File: config.mk
export PLATFORM = sky130hd
export DESIGN_NAME = drc_gain_and_event_interrupts
export DESIGN_NICKNAME = d
export VERILOG_FILES = /design/src/hdl/drc_pkg.sv /design/src/hdl/drc_gain_and_event_interrupts.sv
export SDC_FILE = /design/constraint.sdc
export NUM_CORES = 2
export LEC_CHECK = 0
export ABC_CLOCK_PERIOD_IN_PS = 11700
export BUFFER_PORTS_ARGS = -buffer_cell sky130_fd_sc_hd__buf_2
export CAP_MARGIN = 30
export CORE_MARGIN = 2
export CORE_UTILIZATION = 30
export CTS_BUF_LIST = sky130_fd_sc_hd__clkbuf_8
export DETAILED_ROUTE_END_ITERATION = 10
export PLACE_DENSITY_LB_ADDON = 0.05
export SYNTH_ARGS = -nofsm -noshare
export SYNTH_HDL_FRONTEND = slang
export SYNTH_HIERARCHICAL = 1
export SYNTH_SLANG_ARGS = --single-unit
File: constraint.sdc
create_clock -name clk -period 11.7 [get_ports clk]
set_input_delay 2.34 -clock clk [delete_from_list [all_inputs] [get_ports clk]]
set_output_delay 2.34 -clock clk [all_outputs]
set_load 0.01 [all_outputs]
File: src/hdl/drc_pkg.sv
// Constants and carrier types for the compressor and event-interrupt block
package drc_pkg;

    // Register offsets
    localparam logic [6:0] ADDR_LATCHED = 7'h2C;
    localparam logic [6:0] ADDR_LIVE = 7'h2E;
    localparam logic [6:0] ADDR_INT_A = 7'h30;
    localparam logic [6:0] ADDR_INT_B = 7'h31;
    localparam logic [6:0] ADDR_PIN_ONE = 7'h33;
    localparam logic [6:0] ADDR_PIN_TWO = 7'h34;
    localparam logic [6:0] ADDR_PIN_AUDIO = 7'h35;
    localparam logic [6:0] ADDR_PIN_MISO = 7'h37;
    localparam logic [6:0] ADDR_THR = 7'h44;
    localparam logic [6:0] ADDR_HOLD = 7'h45;
    localparam logic [6:0] ADDR_RATE = 7'h46;

    // Reset value of every writable register
    localparam logic [7:0] REG_RESET = 8'h00;

    // Field positions
    localparam int EN_LEFT_BIT = 6;
    localparam int EN_RIGHT_BIT = 5;
    localparam int THR_LSB = 2;
    localparam int HYST_LSB = 0;
    localparam int HOLD_LSB = 3;
    localparam int ATTACK_LSB = 4;
    localparam int DECAY_LSB = 0;
    localparam int INT_MODE_BIT = 0;
    localparam int INT_EVENT_LSB = 1;

    // Latched / live flag positions
    localparam int FLAG_OVERCURRENT = 7;
    localparam int FLAG_OVERFLOW = 6;
    localparam int FLAG_BUTTON = 5;
    localparam int FLAG_HEADSET = 4;
    localparam int FLAG_DRC_LEFT = 3;
    localparam int FLAG_DRC_RIGHT = 2;
    localparam int FLAG_AGC = 1;
    localparam int FLAG_DATA = 0;

    // Pin route select codes
    localparam logic [1:0] ROUTE_LINE_A = 2'h1;
    localparam logic [1:0] ROUTE_LINE_B = 2'h2;

    // Threshold and level arithmetic, in whole dB below full scale
    localparam logic [4:0] THR_TOP_DB = 5'h03;
    localparam logic [4:0] THR_STEP_DB = 5'h03;
    localparam logic [4:0] LEVEL_MAX_DB = 5'h1B;
    localparam int GAIN_FRAC_BITS = 24;

    // Attenuation accumulator in units of 2^-24 dB
    localparam logic [31:0] ATTN_MAX = 32'h1B00_0000;
    localparam logic [31:0] ATTACK_MAX_STEP = 32'h0400_0000;
    localparam logic [31:0] ATTACK_MIN_STEP = 32'h0000_00CD;
    localparam logic [31:0] DECAY_MAX_STEP = 32'h0000_6666;
    localparam logic [31:0] DECAY_MIN_STEP = 32'h0000_0008;
    localparam int HOLD_CNT_W = 16;

    // Linear magnitude of 0 dB .. -27 dB full scale, index = dB of attenuation
    localparam logic [27:0][15:0] LEVEL_TABLE = {
        16'h05B8, 16'h066A, 16'h0733, 16'h0814, 16'h0910, 16'h0A2B, 16'h0B69,
        16'h0CCD, 16'h0E5D, 16'h101D, 16'h1215, 16'h1449, 16'h16C3, 16'h198A,
        16'h1CA8, 16'h2027, 16'h2413, 16'h287A, 16'h2D6B, 16'h32F5, 16'h392D,
        16'h4027, 16'h47FB, 16'h50C3, 16'h5A9E, 16'h65AD, 16'h7215, 16'h7FFF};

    // Interrupt pulse timing
    localparam int CLK_MHZ = 40;
    localparam int INT_PULSE_NS = 1000;
    localparam int INT_PERIOD_NS = 8000;
    localparam logic [8:0] INT_PULSE_CYC = 9'((INT_PULSE_NS * CLK_MHZ + 999) / 1000);
    localparam logic [8:0] INT_PERIOD_CYC = 9'((INT_PERIOD_NS * CLK_MHZ) / 1000);

    typedef struct packed {
        logic signed [15:0] left;
        logic signed [15:0] right;
    } sample_pair_type;

    typedef struct packed {
        logic headset_change;
        logic button_press;
        logic agc_noise;
        logic overcurrent;
        logic overflow;
        logic data_ready;
        logic touch;
    } event_in_type;

endpackage

File: src/hdl/drc_gain_and_event_interrupts.sv
// Playback compressor with event flags, two interrupt lines and its sample FIFO
`timescale 1ns/1ps

module sample_fifo #(
    parameter int WIDTH = 32,
    parameter int DEPTH = 4
) (
    input wire logic clk,
    input wire logic rst_b,
    input wire logic [WIDTH-1:0] in_data,
    input wire logic in_valid,
    output logic in_ready,
    output logic [WIDTH-1:0] out_data,
    output logic out_valid,
    input wire logic out_ready
);
    localparam int AW = $clog2(DEPTH);

    typedef struct packed {
        logic [DEPTH-1:0][WIDTH-1:0] mem;
        logic [AW-1:0] wptr;
        logic [AW-1:0] rptr;
        logic [AW:0] count;
        logic ready;
    } fifo_state_type;

    fifo_state_type st_r;
    fifo_state_type st_nxt;
    logic push;
    logic pop;

    assign in_ready = st_r.ready;
    assign out_valid = st_r.count != '0;
    assign out_data = st_r.mem[st_r.rptr];

    always_comb begin
        st_nxt = st_r;
        push = in_valid && st_r.ready;
        pop = out_ready && (st_r.count != '0);
        if (push) begin
            st_nxt.mem[st_r.wptr] = in_data;
            st_nxt.wptr = st_r.wptr + 1'b1;
        end
        if (pop) begin
            st_nxt.rptr = st_r.rptr + 1'b1;
        end
        if (push && !pop) begin
            st_nxt.count = st_r.count + 1'b1;
        end else if (pop && !push) begin
            st_nxt.count = st_r.count - 1'b1;
        end
        // Ready is registered so the source sees a flop, never a comparator
        st_nxt.ready = st_nxt.count != (AW + 1)'(DEPTH);
    end

    always_ff @(posedge clk or negedge rst_b) begin
        if (!rst_b) begin
            st_r <= '0;
            st_r.ready <= 1'b1;
        end else begin
            st_r <= st_nxt;
        end
    end
endmodule

module drc_gain_and_event_interrupts #(
    parameter int FIFO_DEPTH = 4,
    parameter int HOLD_UNIT = 32
) (
    input wire logic clk,
    input wire logic rst_b,
    input wire logic [6:0] reg_addr,
    input wire logic reg_wr_en,
    input wire logic reg_rd_en,
    input wire logic [7:0] reg_wdata,
    output logic [7:0] reg_rdata,
    input wire drc_pkg::sample_pair_type sample_in,
    input wire logic sample_in_valid,
    output logic sample_in_ready,
    output drc_pkg::sample_pair_type sample_out,
    output logic sample_out_valid,
    input wire logic sample_out_ready,
    input wire drc_pkg::event_in_type events,
    input wire logic headset_present,
    input wire logic button_held,
    output logic interrupt_line_a,
    output logic interrupt_line_b,
    output logic general_io_pin_one_out,
    output logic general_io_pin_one_oe,
    output logic general_io_pin_two_out,
    output logic general_io_pin_two_oe,
    output logic serial_audio_out_pin_out,
    output logic serial_audio_out_pin_oe,
    output logic spi_miso_pin_out,
    output logic spi_miso_pin_oe
);
    typedef struct packed {
        logic [7:0] thr_ctrl;
        logic [7:0] hold_ctrl;
        logic [7:0] rate_ctrl;
        logic [1:0][7:0] int_cfg;
        logic [3:0][1:0] pin_sel;
        logic [7:0] latched;
        logic [1:0] live_drc;
        logic [1:0] active;
        logic [1:0][31:0] attn;
        logic [1:0][drc_pkg::HOLD_CNT_W-1:0] hold_cnt;
        logic [7:0] rdata;
        drc_pkg::sample_pair_type out;
        logic out_valid;
        logic [1:0] train;
        logic [1:0][8:0] pcnt;
        logic [1:0] int_line;
        logic [3:0] pin_level;
        logic [3:0] pin_oe;
    } state_type;

    state_type st_r;
    state_type st_nxt;
    logic [1:0] rst_pipe_r;
    logic sys_rst_b;
    drc_pkg::sample_pair_type fifo_data;
    logic fifo_valid;
    logic pop;

    // Reset is asserted at once and released two edges later
    always_ff @(posedge clk or negedge rst_b) begin
        if (!rst_b) begin
            rst_pipe_r <= 2'b00;
        end else begin
            rst_pipe_r <= {rst_pipe_r[0], 1'b1};
        end
    end
    assign sys_rst_b = rst_pipe_r[1];

    // Holds samples while the downstream consumer stalls
    sample_fifo #(
        .WIDTH($bits(drc_pkg::sample_pair_type)),
        .DEPTH(FIFO_DEPTH)
    ) u_fifo (
        .clk(clk),
        .rst_b(sys_rst_b),
        .in_data(sample_in),
        .in_valid(sample_in_valid),
        .in_ready(sample_in_ready),
        .out_data(fifo_data),
        .out_valid(fifo_valid),
        .out_ready(pop)
    );

    assign pop = fifo_valid && (!st_r.out_valid || sample_out_ready);

    always_comb begin
        logic signed [15:0] x;
        logic [15:0] mag;
        logic [4:0] thr_db;
        logic [4:0] on_db;
        logic [4:0] off_db;
        logic [1:0] hyst;
        logic [3:0] code;
        logic [31:0] att_step;
        logic [31:0] dec_step;
        logic [32:0] sum;
        logic [7:0] attn_db;
        logic [15:0] gain;
        logic signed [32:0] prod;
        logic [1:0] over;
        logic rd_latched;
        logic [7:0] set_bits;
        logic [6:0] ev7;
        logic trig;
        logic [7:0] cfg;
        x = '0;
        mag = '0;
        prod = '0;
        gain = '0;
        sum = '0;
        attn_db = '0;
        over = 2'b00;
        trig = 1'b0;
        cfg = '0;
        st_nxt = st_r;

        thr_db = 5'(drc_pkg::THR_TOP_DB + drc_pkg::THR_STEP_DB * 5'(st_r.thr_ctrl[drc_pkg::THR_LSB +: 3]));
        hyst = st_r.thr_ctrl[drc_pkg::HYST_LSB +: 2];
        // Less attenuation means a louder level, so activation sits hyst dB nearer full scale
        on_db = thr_db - 5'(hyst);
        off_db = thr_db + 5'(hyst);
        code = st_r.rate_ctrl[drc_pkg::ATTACK_LSB +: 4];
        att_step = (code == 4'hF) ? drc_pkg::ATTACK_MIN_STEP : (drc_pkg::ATTACK_MAX_STEP >> code);
        code = st_r.rate_ctrl[drc_pkg::DECAY_LSB +: 4];
        dec_step = (code == 4'hF) ? drc_pkg::DECAY_MIN_STEP : (drc_pkg::DECAY_MAX_STEP >> code);

        if (sample_out_ready) begin
            st_nxt.out_valid = 1'b0;
        end

        if (pop) begin
            for (int ch = 0; ch < 2; ch++) begin
                x = (ch == 0) ? fifo_data.left : fifo_data.right;
                mag = x[15] ? 16'(-x) : x;
                over[ch] = mag > drc_pkg::LEVEL_TABLE[thr_db];
                st_nxt.live_drc[ch] = over[ch];

                // Gain reduction in force for this sample, whole dB resolution
                attn_db = st_r.attn[ch][31:drc_pkg::GAIN_FRAC_BITS];
                if (attn_db > 8'(drc_pkg::LEVEL_MAX_DB)) begin
                    attn_db = 8'(drc_pkg::LEVEL_MAX_DB);
                end
                gain = drc_pkg::LEVEL_TABLE[attn_db[4:0]];
                prod = x * $signed({1'b0, gain});
                if (attn_db == 8'h00 || !st_r.thr_ctrl[(ch == 0) ? drc_pkg::EN_LEFT_BIT : drc_pkg::EN_RIGHT_BIT]) begin
                    prod = 33'(x) <<< 15;
                end
                if (ch == 0) begin
                    st_nxt.out.left = prod[30:15];
                end else begin
                    st_nxt.out.right = prod[30:15];
                end

                if (!st_r.thr_ctrl[(ch == 0) ? drc_pkg::EN_LEFT_BIT : drc_pkg::EN_RIGHT_BIT]) begin
                    st_nxt.active[ch] = 1'b0;
                    st_nxt.attn[ch] = '0;
                    st_nxt.hold_cnt[ch] = '0;
                end else begin
                    if (!st_r.active[ch]) begin
                        st_nxt.active[ch] = mag > drc_pkg::LEVEL_TABLE[on_db];
                    end else if (mag < drc_pkg::LEVEL_TABLE[off_db]) begin
                        st_nxt.active[ch] = 1'b0;
                    end
                    if (st_nxt.active[ch] && over[ch]) begin
                        sum = {1'b0, st_r.attn[ch]} + {1'b0, att_step};
                        st_nxt.attn[ch] = (sum > {1'b0, drc_pkg::ATTN_MAX}) ? drc_pkg::ATTN_MAX : sum[31:0];
                        st_nxt.hold_cnt[ch] = drc_pkg::HOLD_CNT_W'(
                            st_r.hold_ctrl[drc_pkg::HOLD_LSB +: 4] * HOLD_UNIT);
                    end else if (st_r.hold_cnt[ch] != '0) begin
                        st_nxt.hold_cnt[ch] = st_r.hold_cnt[ch] - 1'b1;
                    end else if (st_r.attn[ch] > dec_step) begin
                        st_nxt.attn[ch] = st_r.attn[ch] - dec_step;
                    end else begin
                        st_nxt.attn[ch] = '0;
                    end
                end
            end
            st_nxt.out_valid = 1'b1;
        end

        // Flag sources for this cycle
        set_bits = 8'h00;
        set_bits[drc_pkg::FLAG_OVERCURRENT] = events.overcurrent;
        set_bits[drc_pkg::FLAG_OVERFLOW] = events.overflow;
        set_bits[drc_pkg::FLAG_BUTTON] = events.button_press;
        set_bits[drc_pkg::FLAG_HEADSET] = events.headset_change;
        set_bits[drc_pkg::FLAG_DRC_LEFT] = over[0];
        set_bits[drc_pkg::FLAG_DRC_RIGHT] = over[1];
        set_bits[drc_pkg::FLAG_AGC] = events.agc_noise;
        set_bits[drc_pkg::FLAG_DATA] = events.data_ready | events.touch;

        ev7 = {events.headset_change, events.button_press, |over, events.agc_noise,
               events.overcurrent, events.overflow, events.data_ready | events.touch};

        // Register port
        rd_latched = reg_rd_en && (reg_addr == drc_pkg::ADDR_LATCHED);
        if (reg_rd_en) begin
            unique case (reg_addr)
                drc_pkg::ADDR_LATCHED: st_nxt.rdata = st_r.latched;
                drc_pkg::ADDR_LIVE: st_nxt.rdata = {2'b00, button_held, headset_present,
                                                    st_r.live_drc[0], st_r.live_drc[1], 2'b00};
                drc_pkg::ADDR_INT_A: st_nxt.rdata = st_r.int_cfg[0];
                drc_pkg::ADDR_INT_B: st_nxt.rdata = st_r.int_cfg[1];
                drc_pkg::ADDR_PIN_ONE: st_nxt.rdata = {6'h00, st_r.pin_sel[0]};
                drc_pkg::ADDR_PIN_TWO: st_nxt.rdata = {6'h00, st_r.pin_sel[1]};
                drc_pkg::ADDR_PIN_AUDIO: st_nxt.rdata = {6'h00, st_r.pin_sel[2]};
                drc_pkg::ADDR_PIN_MISO: st_nxt.rdata = {6'h00, st_r.pin_sel[3]};
                drc_pkg::ADDR_THR: st_nxt.rdata = st_r.thr_ctrl;
                drc_pkg::ADDR_HOLD: st_nxt.rdata = st_r.hold_ctrl;
                drc_pkg::ADDR_RATE: st_nxt.rdata = st_r.rate_ctrl;
                default: st_nxt.rdata = 8'h00;
            endcase
        end
        if (reg_wr_en) begin
            unique case (reg_addr)
                drc_pkg::ADDR_INT_A: st_nxt.int_cfg[0] = reg_wdata;
                drc_pkg::ADDR_INT_B: st_nxt.int_cfg[1] = reg_wdata;
                drc_pkg::ADDR_PIN_ONE: st_nxt.pin_sel[0] = reg_wdata[1:0];
                drc_pkg::ADDR_PIN_TWO: st_nxt.pin_sel[1] = reg_wdata[1:0];
                drc_pkg::ADDR_PIN_AUDIO: st_nxt.pin_sel[2] = reg_wdata[1:0];
                drc_pkg::ADDR_PIN_MISO: st_nxt.pin_sel[3] = reg_wdata[1:0];
                drc_pkg::ADDR_THR: st_nxt.thr_ctrl = reg_wdata;
                drc_pkg::ADDR_HOLD: st_nxt.hold_ctrl = reg_wdata;
                drc_pkg::ADDR_RATE: st_nxt.rate_ctrl = reg_wdata;
                default: st_nxt.thr_ctrl = st_r.thr_ctrl;
            endcase
        end

        // Clear on read, then new events on top so none is lost
        if (rd_latched) begin
            st_nxt.latched = 8'h00;
        end
        st_nxt.latched = st_nxt.latched | set_bits;

        for (int i = 0; i < 2; i++) begin
            cfg = st_r.int_cfg[i];
            trig = |(cfg[7:drc_pkg::INT_EVENT_LSB] & ev7);
            if (cfg[drc_pkg::INT_MODE_BIT]) begin
                if (rd_latched) begin
                    st_nxt.train[i] = 1'b0;
                end
                if (trig) begin
                    st_nxt.train[i] = 1'b1;
                end
                if (trig && !st_r.train[i]) begin
                    st_nxt.pcnt[i] = '0;
                end else if (st_nxt.train[i]) begin
                    st_nxt.pcnt[i] = (st_r.pcnt[i] == drc_pkg::INT_PERIOD_CYC - 9'h001) ? 9'h000
                                     : st_r.pcnt[i] + 9'h001;
                end else begin
                    st_nxt.pcnt[i] = '0;
                end
                st_nxt.int_line[i] = st_nxt.train[i] && (st_nxt.pcnt[i] < drc_pkg::INT_PULSE_CYC);
            end else begin
                st_nxt.train[i] = 1'b0;
                if (trig) begin
                    st_nxt.pcnt[i] = drc_pkg::INT_PULSE_CYC;
                end else if (st_r.pcnt[i] != '0) begin
                    st_nxt.pcnt[i] = st_r.pcnt[i] - 9'h001;
                end
                st_nxt.int_line[i] = st_nxt.pcnt[i] != '0;
            end
        end

        // Pin routing; an unselected pin is left undriven
        for (int p = 0; p < 4; p++) begin
            st_nxt.pin_oe[p] = (st_r.pin_sel[p] == drc_pkg::ROUTE_LINE_A) ||
                               (st_r.pin_sel[p] == drc_pkg::ROUTE_LINE_B);
            st_nxt.pin_level[p] = (st_r.pin_sel[p] == drc_pkg::ROUTE_LINE_A) ? st_nxt.int_line[0]
                                : (st_r.pin_sel[p] == drc_pkg::ROUTE_LINE_B) ? st_nxt.int_line[1]
                                : 1'b0;
        end
    end

    always_ff @(posedge clk or negedge sys_rst_b) begin
        if (!sys_rst_b) begin
            st_r <= '0;
            st_r.thr_ctrl <= drc_pkg::REG_RESET;
            st_r.hold_ctrl <= drc_pkg::REG_RESET;
            st_r.rate_ctrl <= drc_pkg::REG_RESET;
        end else begin
            st_r <= st_nxt;
        end
    end

    assign reg_rdata = st_r.rdata;
    assign sample_out = st_r.out;
    assign sample_out_valid = st_r.out_valid;
    assign interrupt_line_a = st_r.int_line[0];
    assign interrupt_line_b = st_r.int_line[1];
    assign general_io_pin_one_out = st_r.pin_level[0];
    assign general_io_pin_one_oe = st_r.pin_oe[0];
    assign general_io_pin_two_out = st_r.pin_level[1];
    assign general_io_pin_two_oe = st_r.pin_oe[1];
    assign serial_audio_out_pin_out = st_r.pin_level[2];
    assign serial_audio_out_pin_oe = st_r.pin_oe[2];
    assign spi_miso_pin_out = st_r.pin_level[3];
    assign spi_miso_pin_oe = st_r.pin_oe[3];
endmodule

==> metrics.yaml <==
finish:
  final_common_cell: "inv_1"
  fillCellCount: 16100
  drive_gt1_share_pct: 11.4
  final_cell_mix: "inv_1, nand2_1, ha_1"
  syn2layout_area_growth_pct: 8.37
  nets: 6050
synth:
  ys_ff_latch: 365
  ys.flop_type: "dfrtp_1"
  synth-edff-count: 0
  synthDominantCellAreaShare_pct: 19.8
  ys_warn_count: 6
  syn_area_per_cell_um2: 8.80
  syn_area_um2: 46100
  syn_inst: 5232
  synth_area_leaders: "dfrtp_1, fa_1, ha_1"
  yosysTopAreaCell: "dfrtp_1"
  seq_area_frac_synth_pct: 19.8
  synthArstFlopShare_pct: 100
  yosysUniqueCellTypes: 103
floorplanning:
  die_h_um: 396
  boundaryPins: 114
  core_area_um2: 152000
  die-area_um2: 157000
  start_util_pct: 30.3
  die_w_um: 396
  rows: 143
sta:
  slew_viol_final: 0
  period_minus_slack_ps: 9750
  slew_headroom_pct: 32.6
  fmaxAchievable_mhz: 103
  fin_skew_ps: 74.8
  tns_ps: 0
  rsz0062_at_grt: "false"
  tightest_slew_ps: 1010
  setup_viol: 0
  finalHoldViolCount: 0
  finalCritPeriodShare_pct: 83.3
clock_network:
  clk_latency_ps: 850
  cts-root-buf: "clkbuf_8"
  cts_made_buffers: 82
  clock-sinks: 365
  cts-resized-gates: 0
  clk_pin_slew_ps: 60
  cts_tree: "built"
  h-tree-depth: 3
  ctsHoldBuffers: 0
  post_cts_buffers: 0
  ctsLongestPathBuffers: 3
routing:
  antenna_left: 0
  drc: 0
  viasPerCell: 5.17
  drt_iter0_markers: 2212
  num_vias: 37600
  routedWlPerCell_um: 21.3
  finalWirelength_um: 155000
  first_pass_iters: 5
critical_path:
  rr_startpoint: "st_r[161]"
  r2r_cells: 28
  worstSetupStartpoint: "st_r[161]"
  ff2ff_setup_slack_ps: 1950
  cp_slowest_cell: "dfrtp_1"
  end_kind: "flip-flop"
  worstPathArrival_ps: 10420
  cp_common_cell: "fa_1"
  required_ps: 12370
  critPathMaxStageDelay_ps: 830
  r2r_end: "sample_out[15]"
  cp_max_fo: 22
  critPathCapture: "sample_out[15]"
  startpoint_type: "flip-flop"
  path_class: "reg2reg"
global_routing:
  grt_max_degree: 142
  grt_overflow_total: 0
  grt_pass1_vias: 39100
  grt_pass1_wl_um: 241000
  grt.total_usage_pct: 19.8
  antenna_found_initial: 14
placement:
  port_buffers: 113
  dp_hpwl_um: 115000
  globalplace.congestion: 0.824
hold_path:
  holdPathStages: 0
  hold_class: "reg2reg"
outcome:
  status: "completed"
run:
  max-cap-violations: 0
flip-flops by register name, indices dropped and copies added (netlist names), 2 cells and up:
register / count
reg_rdata: 8
rst_pipe_r: 2
sample_out: 32
st_r: 176
u_fifo/st_r: 135
worst min path at each step:
stage                  start             to
3_5_place_dp   rst_pipe_r[0]  rst_pipe_r[1]
5_1_grt        rst_pipe_r[0]  rst_pipe_r[1]
4_1_cts        rst_pipe_r[0]  rst_pipe_r[1]
2_1_floorplan  rst_pipe_r[0]  rst_pipe_r[1]
3_3_place_gp   rst_pipe_r[0]  rst_pipe_r[1]
6_report       rst_pipe_r[0]  rst_pipe_r[1]
stage by stage:
stage	instances	hold WS (ps)	setup slack [ps]	util (%)	cell area [um^2]
after floorplan	5233	331	776	-	46100
after global placement	7108	335	1900	31.7	48200
after detailed placement	7113	336	2010	31.7	48200
after CTS	7260	349	1990	32.8	49900
after global routing	7265	359	1360	32.8	49900
final	7268	346	1950	32.8	49900
layout make-up:
class                           instances  area, um^2  area share (%)
Clock inverter                         48         288           0.577
Sequential cell                       365        9140            18.3
Multi-Input combinational cell       3964       33300            66.7
Antenna cell                            7        17.5          0.0351
Timing Repair Buffer                  187        1130            2.27
Tap cell                             2030        2540            5.09
Clock buffer                           99        1360            2.73
Inverter                              568        2130            4.27
critical path: cells and delay by family (launching register included):
family                   cells  cell delay (ps)
XOR/XNOR                     1              150
AO/OA/AOI/OAI                8             2950
buffers and inverters        4              530
adder cells (fa/ha/maj)      8             3590
flip-flops                   1              830
AND/OR/NAND/NOR              7             1510
cell usage after synthesis (104+ instances only):
cell type and instances:
mux2_4 120, fa_1 362, clkbuf_1 236, dfrtp_1 364
o21ai_0 292, ha_1 458, and2_1 220, nor3_1 104
inv_1 565, a21oi_1 284, nand2_1 539, nor2_1 283
per-layer routing:
layer,wire (um),GRT usage [%],share of wire [%]
met1,74800,28.0,48
met2,70300,31.9,45
met3,6480,3.01,4.2
met4,2990,4.51,1.9
met5,50,0,0.032
kinds of logic (layout without fill, tap and decap cells):
kind of cell    Yosys count  after routing  share of synthesized area, %
buf+inv                 904            902                          8.06
other cells               2             10                        0.0163
xor+xnor                154            154                          2.98
mux                     255            255                          7.91
fa+ha+maj               820            820                          28.2
compound gates         1119           1119                          15.6
simple gates           1613           1613                          17.4
flops                   365            365                          19.8
Power is not shown: default switching activity piles up to over one toggle a cycle in this logic, so the estimate is an artifact.
